File: config.mk
export PLATFORM = sky130hd
export DESIGN_NAME = lgp_regs
export DESIGN_NICKNAME = d
export VERILOG_FILES = /design/src/rtl/lgp_pkg.sv /design/src/rtl/lgp_regs.sv
export VERILOG_INCLUDE_DIRS = /design/src /design/src/rtl
export SDC_FILE = /design/constraint.sdc
export NUM_CORES = 1
export LEC_CHECK = 0
export BUFFER_PORTS_ARGS = -buffer_cell sky130_fd_sc_hd__buf_4
export CAP_MARGIN = 15
export CORE_MARGIN = 3
export CORE_UTILIZATION = 51
export DETAILED_ROUTE_END_ITERATION = 7
export PLACE_DENSITY = 0.86
export SLEW_MARGIN = 10
export SYNTH_ARGS = -nofsm -noshare
export SYNTH_HDL_FRONTEND = slang
export SYNTH_SLANG_ARGS = --single-unit
File: constraint.sdc
create_clock -name clk_i -period 2.4 [get_ports clk_i]
set_clock_uncertainty 0.2 [all_clocks]
set_input_delay 0.36 -clock clk_i [delete_from_list [all_inputs] [get_ports clk_i]]
set_output_delay 0.36 -clock clk_i [all_outputs]
set_load 0.005 [all_outputs]
File: src/rtl/lgp_consts.svh
`ifndef LGP_CONSTS_SVH
`define LGP_CONSTS_SVH

// ========================================
// register indices (byte address = 4 * index)
`define LGP_IDX_STATN      6'h13
`define LGP_IDX_GPIO       6'h14
`define LGP_IDX_PACE       6'h15
`define LGP_IDX_INT_STAT   6'h18
`define LGP_IDX_INT_MASK   6'h19
`define LGP_IDX_SENSE      6'h1a
`define LGP_IDX_RESP       6'h1b

// ========================================
// field positions
`define LGP_GPIO_DAT_MSB   7
`define LGP_GPIO_DAT_LSB   4
`define LGP_GPIO_DIR_MSB   3
`define LGP_GPIO_DIR_LSB   0
`define LGP_PACE_EVEN_MSB  4
`define LGP_PACE_EVEN_LSB  3
`define LGP_PACE_ODD_MSB   2
`define LGP_PACE_ODD_LSB   1
`define LGP_PACE_BUF_BIT   0

// ========================================
// reset values
`define LGP_STATN_RST      8'h00
`define LGP_GPIO_DAT_RST   4'h0
`define LGP_GPIO_DIR_RST   4'hf
`define LGP_PACE_RST       8'h00
`define LGP_PACE_EVEN_RST  2'h0
`define LGP_PACE_ODD_RST   2'h0
`define LGP_PACE_BUF_RST   1'h0
`define LGP_PACE_HOT_RST   4'h1
`define LGP_SENSE_RST      8'h00
`define LGP_MASK_RST       8'h00

`endif

File: src/rtl/lgp_pkg.sv
package lgp_pkg;

    // respiration modes
    typedef enum logic [1:0] {
        LGP_RESP_NONE     = 2'b00,
        LGP_RESP_EXTERNAL = 2'b01,
        LGP_RESP_INT_INT  = 2'b10,
        LGP_RESP_INT_USER = 2'b11
    } lgp_resp_t;

    // whole state of the register bank
    typedef struct packed {
        logic            ack;
        logic [7:0]      dat;
        logic [7:0]      loff_s1;
        logic [7:0]      loff_s2;
        logic [7:0]      loff_prev;
        logic [3:0]      gpio_s1;
        logic [3:0]      gpio_s2;
        logic [3:0]      gpio_dat;
        logic [3:0]      gpio_dir;
        logic [3:0]      gpio_oe;
        logic [3:0]      gpio_out;
        logic [1:0]      pace_even;
        logic [1:0]      pace_odd;
        logic            pace_buf;
        logic [3:0]      even_hot;
        logic [3:0]      odd_hot;
        logic [7:0]      sense_en;
        lgp_resp_t       resp_mode;
        logic [7:0]      int_st;
        logic [7:0]      int_mask;
        logic            irq;
    } lgp_state_t;

endpackage

File: src/rtl/lgp_regs.sv
// Register access over Wishbone was decided locally.
`timescale 1ns/100ps
`include "lgp_consts.svh"

module lgp_regs #(
    parameter int NUM_CH = 8,
    parameter int ADR_W  = 8
) (
    // clock and reset
    input  wire logic             clk_i,
    input  wire logic             rst_i,
    // wishbone slave
    input  wire logic             wb_cyc_i,
    input  wire logic             wb_stb_i,
    input  wire logic             wb_we_i,
    input  wire logic [ADR_W-1:0] wb_adr_i,
    input  wire logic [3:0]       wb_sel_i,
    input  wire logic [31:0]      wb_dat_i,
    output logic      [31:0]      wb_dat_o,
    output logic                  wb_ack_o,
    // lead-off comparators and sensing
    input  wire logic [7:0]       chan_neg_electrode_off_i,
    output logic      [7:0]       negative_sense_enable_o,
    output logic      [1:0]       respiration_mode_o,
    // general-purpose pins
    input  wire logic [3:0]       gpio_in_i,
    output logic      [3:0]       gpio_out_o,
    output logic      [3:0]       gpio_oe_o,
    // pace routing
    output logic      [3:0]       pace_test_output_one_sel_o,
    output logic      [3:0]       pace_test_output_two_sel_o,
    output logic                  pace_buffer_enable_o,
    // interrupt
    output logic                  irq_o
);

    // ========================================
    // state and reset value
    lgp_pkg::lgp_state_t st_r;
    lgp_pkg::lgp_state_t st_nxt;

    localparam lgp_pkg::lgp_state_t ST_RST = '{
        gpio_dat  : `LGP_GPIO_DAT_RST,
        gpio_dir  : `LGP_GPIO_DIR_RST,
        pace_even : `LGP_PACE_EVEN_RST,
        pace_odd  : `LGP_PACE_ODD_RST,
        pace_buf  : `LGP_PACE_BUF_RST,
        even_hot  : `LGP_PACE_HOT_RST,
        odd_hot   : `LGP_PACE_HOT_RST,
        sense_en  : `LGP_SENSE_RST,
        int_mask  : `LGP_MASK_RST,
        resp_mode : lgp_pkg::LGP_RESP_NONE,
        loff_s2   : `LGP_STATN_RST,
        default   : '0
    };

    // ========================================
    // channel presence per variant
    logic [3:0] even_ok;
    logic [3:0] odd_ok;

    genvar gi;
    generate
        for (gi = 0; gi < 4; gi++) begin : g_present
            assign even_ok[gi] = (2 * gi + 2) <= NUM_CH;
            assign odd_ok[gi]  = (2 * gi + 1) <= NUM_CH;
        end
    endgenerate

    // ========================================
    // bus decode
    logic [5:0] idx;
    logic       hit;
    logic       wr;
    logic       rd;

    assign idx = wb_adr_i[7:2];
    assign hit = wb_cyc_i & wb_stb_i & ~st_r.ack;
    assign wr  = hit & wb_we_i & wb_sel_i[0];
    assign rd  = hit & ~wb_we_i;

    // ========================================
    // next state
    logic [3:0] avail_cur;
    logic [3:0] avail_nxt;
    logic [7:0] ev_set;
    logic [7:0] ev_clr;

    always_comb begin
        st_nxt = st_r;
        // pin synchronisers
        st_nxt.loff_s1   = chan_neg_electrode_off_i;
        st_nxt.loff_s2   = st_r.loff_s1;
        st_nxt.loff_prev = st_r.loff_s2;
        st_nxt.gpio_s1   = gpio_in_i;
        st_nxt.gpio_s2   = st_r.gpio_s1;

        // modes 01 and 11 take pins 2-4
        avail_cur = st_r.resp_mode[0] ? 4'h1 : 4'hf;

        // bus answer one cycle after the request
        st_nxt.ack = hit;
        st_nxt.dat = 8'h00;
        if (rd) begin
            case (idx)
                `LGP_IDX_STATN:    st_nxt.dat = st_r.loff_s2;
                `LGP_IDX_GPIO:     st_nxt.dat = {st_r.gpio_s2 & avail_cur,
                                                 st_r.gpio_dir};
                `LGP_IDX_PACE:     st_nxt.dat = {3'h0, st_r.pace_even,
                                                 st_r.pace_odd,
                                                 st_r.pace_buf};
                `LGP_IDX_INT_STAT: st_nxt.dat = st_r.int_st;
                `LGP_IDX_INT_MASK: st_nxt.dat = st_r.int_mask;
                `LGP_IDX_SENSE:    st_nxt.dat = st_r.sense_en;
                `LGP_IDX_RESP:     st_nxt.dat = {6'h00, st_r.resp_mode};
                default:           st_nxt.dat = 8'h00;
            endcase
        end

        // register writes; the status index takes none
        if (wr) begin
            case (idx)
                `LGP_IDX_GPIO: begin
                    st_nxt.gpio_dat = (wb_dat_i[7:4] & ~st_r.gpio_dir)
                                    | (st_r.gpio_dat & st_r.gpio_dir);
                    st_nxt.gpio_dir = wb_dat_i[3:0];
                end
                `LGP_IDX_PACE: begin
                    st_nxt.pace_even = wb_dat_i[4:3];
                    st_nxt.pace_odd  = wb_dat_i[2:1];
                    st_nxt.pace_buf  = wb_dat_i[0];
                end
                `LGP_IDX_INT_MASK: st_nxt.int_mask = wb_dat_i[7:0];
                `LGP_IDX_SENSE:    st_nxt.sense_en = wb_dat_i[7:0];
                `LGP_IDX_RESP:     st_nxt.resp_mode =
                                       lgp_pkg::lgp_resp_t'(wb_dat_i[1:0]);
                default:           st_nxt.ack = hit;
            endcase
        end

        // pin drive follows the new direction and mode
        avail_nxt = st_nxt.resp_mode[0] ? 4'h1 : 4'hf;
        st_nxt.gpio_oe  = ~st_nxt.gpio_dir & avail_nxt;
        st_nxt.gpio_out = st_nxt.gpio_dat & st_nxt.gpio_oe;

        // one-hot pace routing, absent channels never selected
        st_nxt.even_hot = (4'h1 << st_nxt.pace_even) & even_ok;
        st_nxt.odd_hot  = (4'h1 << st_nxt.pace_odd) & odd_ok;

        // electrode-off events on sensed channels, set beats read clear
        ev_set = st_r.loff_s2 & ~st_r.loff_prev & st_r.sense_en;
        ev_clr = (rd && idx == `LGP_IDX_INT_STAT) ? 8'hff : 8'h00;
        st_nxt.int_st = (st_r.int_st & ~ev_clr) | ev_set;
        st_nxt.irq    = |(st_nxt.int_st & st_nxt.int_mask);
    end

    always_ff @(posedge clk_i) begin
        if (rst_i) begin
            st_r <= ST_RST;
        end else begin
            st_r <= st_nxt;
        end
    end

    // ========================================
    // outputs
    assign wb_dat_o                   = {24'h000000, st_r.dat};
    assign wb_ack_o                   = st_r.ack;
    assign negative_sense_enable_o    = st_r.sense_en;
    assign respiration_mode_o         = st_r.resp_mode;
    assign gpio_out_o                 = st_r.gpio_out;
    assign gpio_oe_o                  = st_r.gpio_oe;
    assign pace_test_output_one_sel_o = st_r.even_hot;
    assign pace_test_output_two_sel_o = st_r.odd_hot;
    assign pace_buffer_enable_o       = st_r.pace_buf;
    assign irq_o                      = st_r.irq;
endmodule

==> flow_results.org <==
** Status
- Outcome :: finished clean

** Critical path
- Worst setup path startpoint :: wb_ack_o
- Critical path capture point type :: flip-flop
- CP Data Arrival Time :: 2.13 ns
- Along the worst path, the maximum fanout reaches 8.
- The worst setup path is of the flip-flop to flip-flop kind.
- CP Data Required Time :: 2.45 ns
- The slowest stage of the critical path belongs to the cell sky130_fd_sc_hd__o41a_1.
- In this design, the largest share of critical-path delay is due to simple AND/OR/NAND/NOR gates.
- Cell Chain, Critical Path :: nand3b_1 -> and4bb_1 -> buf_12 -> mux2i_1 -> o22ai_1 -> o41a_1
- The number of buffers and inverters on the critical path is 1.
- CP max stage delay :: about 0.41 ns
- Startpoint of the worst-slack reg-to-reg timing path :: wb_ack_o
- Nature of the critical path startpoint :: flip-flop

** Pwr
- The clock network is responsible for 36.5% of the overall power.
- Max rail drop VDD :: 308 uV
- Combinational share of power :: ~5.6%
- Of the total power, the share spent switching nets is approximately a fifth.
- Internal power comes to about 2.2 mW.
- The completed layout was analyzed and its total power is roughly 2.8 mW.
- P_leak :: between 1.5 and 2 nW
- Sequential cell fraction of total power :: between 50% and 60%
- In this run the power spent charging and discharging nets is between 0.6 and 0.7 mW.
- Pwr Density :: roughly 630 nW/um^2

** Floorplan
- Placement row count :: 31
- Floorplan core area :: around 7400 sq um
- For this configuration, the core starts out at a cell density of between 50% and 60%.
- Die boundary height :: between 90 and 100 um
- Horizontal die dimension :: ~94 um
- The floorplan step defined a die boundary enclosing 8790 sq um.
- I/O pin total :: ~120

** Synthesis
- Most instantiated flip-flop cell in the synthesis netlist :: sky130_fd_sc_hd__dfxtp_1
- The synthesized design contains 97 register bits.
- Post-synthesis area per instance :: ~9.9 sq um
- Warnings, synthesis :: 0
- Number of instances in the synthesized netlist :: slightly below 400
- Register area share after synthesis :: about half
- Synthesis instantiated 39 different standard cells from the library.
- Number of flops mapped to enable cells by yosys :: 0
- Ys async rst share :: 0%
- Cell area after technology mapping :: roughly 3900 sq um

** Routing
- Vias :: 2,834
- Wires add up to about 8400 um.
- The first detailed-routing pass took 5 iterations.
- Number of design-rule violations left by the first detailed-router iteration :: 163
- Per-cell via count in the routed design :: approximately 5.1
- Remaining number of nets flagged by the antenna check after routing :: 0
- Remaining DRCs :: 0
- In the final routed layout, each cell accounts on average for 15.2 um.

** Clock network
- Clock slew at the register clock pins of the worst setup and hold paths :: roughly 0.08 ns
- Clock latency on the worst-skew pair, taken at its later pin, is around 0.35 ns.
- The root buffer cell chosen for the clock tree is sky130_fd_sc_hd__clkbuf_8.
- No sink is reached through more buffers than the 2 on the longest clock path.
- Number of sinks handled by clock tree synthesis :: slightly below 100
- Post-CTS setup-driven buffer insertion count :: 0
- TritonCTS built the clock tree.
- TritonCTS created 9 clock buffers.
- The H-tree was split into 3 levels.
- Number of gates resized after cts :: 0

** Global route
- Entering global routing, the biggest net connects 43 pins.
- The number of antenna violations at the first check in global routing came to 0.
- Wire length of the first global-routing pass :: about 13,000 um
- Global-route met2 utilization :: between 30 and 40%
- Summed over all layers, the global routing overflow is 0.
- The number of global-route vias before repair was 2,783.
- Global Route met1 Usage :: around a quarter
- GR Util All Layers :: approximately a fifth
- Layer carrying the most global-route usage :: met2
- Met3 Track Usage GR :: 5.21%

** Finish
- Ant diodes :: 0
- In the layout the commonest cells are sky130_fd_sc_hd__dfxtp_1, sky130_fd_sc_hd__buf_4, sky130_fd_sc_hd__nor2_1.
- Leaving out fill and tap cells, the most frequent cell in the layout is sky130_fd_sc_hd__dfxtp_1.
- The sequential cells in the finished layout cover a total of 1940 sq um.
- After the flow finishes, the layout carries non-filler instances totaling about 550.
- The multi-input combinational cells in the finished layout cover a total of 1530 sq um.
- FILL cells :: ~630
- Area Growth Syn to Fin :: 15.3%
- Cells with a size suffix above 1 make up 23.4% of the layout.
- Post-layout net count :: 510

** Worst hold path
- Startpoint of the tightest hold check path :: gpio_in_i[2]
- Class of the worst hold path :: primary input to flip-flop

** STA
- Hold slack :: ~0.014 ns
- Of the available clock period, the critical path in the final layout requires 87.0%.
- Pin slew with the least headroom to its limit :: 0.465 ns
- Number of setup violations in the final report :: 0
- Number of hold violations in the final report :: 0
- Number of max-slew violations in the final report :: 0
- Headroom to the max-slew limit came out at between 60% and 70%.
- Setup repair after global routing left no endpoint under its margin.
- Clock period minus final worst setup slack :: 2.09 ns
- In the post-route analysis, the smallest setup slack over all paths is about 0.31 ns.
- Achievable clock frequency :: around 0.48 GHz
- Adding up every negative setup slack in the final design gives 0 ns.

** Placement
- Buffers added on ports :: around 70
- Worst setup slack before clock tree synthesis :: between 0.1 and 0.15 ns
- In this run, placement finished with an instance count of 531.
- After legalization and detailed placement, the total HPWL measured about 5900 um.
- Gp weighted congestion :: just under 0.9

** Run
- The tool flagged a number of max-cap violations equal to 0.
[timing repair]
item	CTS	global route
endpoints found under the hold margin	6	0
setup endpoints to repair	0	0
hold buffers	6	0
[cell families after synthesis]
logic type	synth area share (%)
other cells	0.0955
flops	49.4
simple gates	19.3
buf+inv	13.7
mux	9.49
compound gates	7.93
[power by group through the flow]
stage,Combinational [mW],Clock (mW),Sequential (mW)
detailed placement,0.150,0,1.68
floorplan,0.109,0,1.67
global placement,0.147,0,1.68
global route,0.176,1.12,1.64
CTS,0.158,1.06,1.64
finish,0.160,1.04,1.64
[metrics by stage]
stage                     cell area (sq um)  util, %
after floorplan                        4010        -
after global placement                 4270     58.0
after detailed placement               4270     58.0
after CTS                              4530     61.4
after global routing                   4530     61.4
final                                  4530     61.4
[area by class of cell]
| class | count | share of cell area, % |
|---|---|---|
| inverter | 2 | 0.166 |
| clock buffer | 12 | 3.43 |
| clock inverter | 3 | 0.884 |
| sequential | 97 | 42.9 |
| multi-input combinational | 246 | 33.9 |
| tap | 99 | 2.74 |
| timing repair buffer | 93 | 16.0 |
[flip-flops by register name, indices dropped and copies added (netlist names)]
register and flops:
gpio_oe_o 4, gpio_out_o 4, irq_o 1, negative_sense_enable_o 8
pace_buffer_enable_o 1, pace_test_output_one_sel_o 4, pace_test_output_two_sel_o 4, respiration_mode_o 2
st_nxt 20, st_r 40, wb_ack_o 1, wb_dat_o 8
[synthesized netlist by cell type, types with 3 or more instances]
cell / n / area share [%]
sky130_fd_sc_hd__a21oi_1: 18 / 2.3
sky130_fd_sc_hd__a222oi_1: 3 / 0.76
sky130_fd_sc_hd__a22oi_1: 9 / 1.7
sky130_fd_sc_hd__and3_1: 7 / 1.1
sky130_fd_sc_hd__buf_2: 4 / 0.51
sky130_fd_sc_hd__buf_4: 59 / 11
sky130_fd_sc_hd__buf_6: 3 / 0.86
sky130_fd_sc_hd__clkbuf_1: 9 / 0.86
sky130_fd_sc_hd__dfxtp_1: 97 / 49
sky130_fd_sc_hd__mux2i_1: 35 / 8.9
sky130_fd_sc_hd__nand2_1: 21 / 2.0
sky130_fd_sc_hd__nand3_1: 3 / 0.38
sky130_fd_sc_hd__nand4b_1: 3 / 0.67
sky130_fd_sc_hd__nor2_1: 48 / 4.6
sky130_fd_sc_hd__nor2b_1: 32 / 5.1
sky130_fd_sc_hd__nor3_1: 4 / 0.51
sky130_fd_sc_hd__nor3b_1: 4 / 0.76
sky130_fd_sc_hd__o21ai_0: 7 / 0.89
sky130_fd_sc_hd__o22ai_1: 5 / 0.80
sky130_fd_sc_hd__o31ai_1: 3 / 0.57
[worst reg2reg max path: cells and delay by family, from the launching register on]
kind	cells	cell delay [ns]
AND/OR/NAND/NOR	2	0.55
buffers and inverters	1	0.15
multiplexers	1	0.23
AO/OA/AOI/OAI	2	0.53
flip-flops	1	0.32
[worst paths after layout]
check        cells past startpoint  slack, ns    endpoint
max reg2reg                      6       0.31       irq_o
min                              2       0.01  st_nxt[58]
min reg2reg                      1       0.24  st_nxt[64]
max                              6       0.31       irq_o
[per-layer routing]
metal	part of all wire, %	vias up
met2	47	132
met1	41	1305
met4	3.7	0
met5	0	-
li1	-	1365
met3	8.4	32
Power figures use the tool's default switching activity.
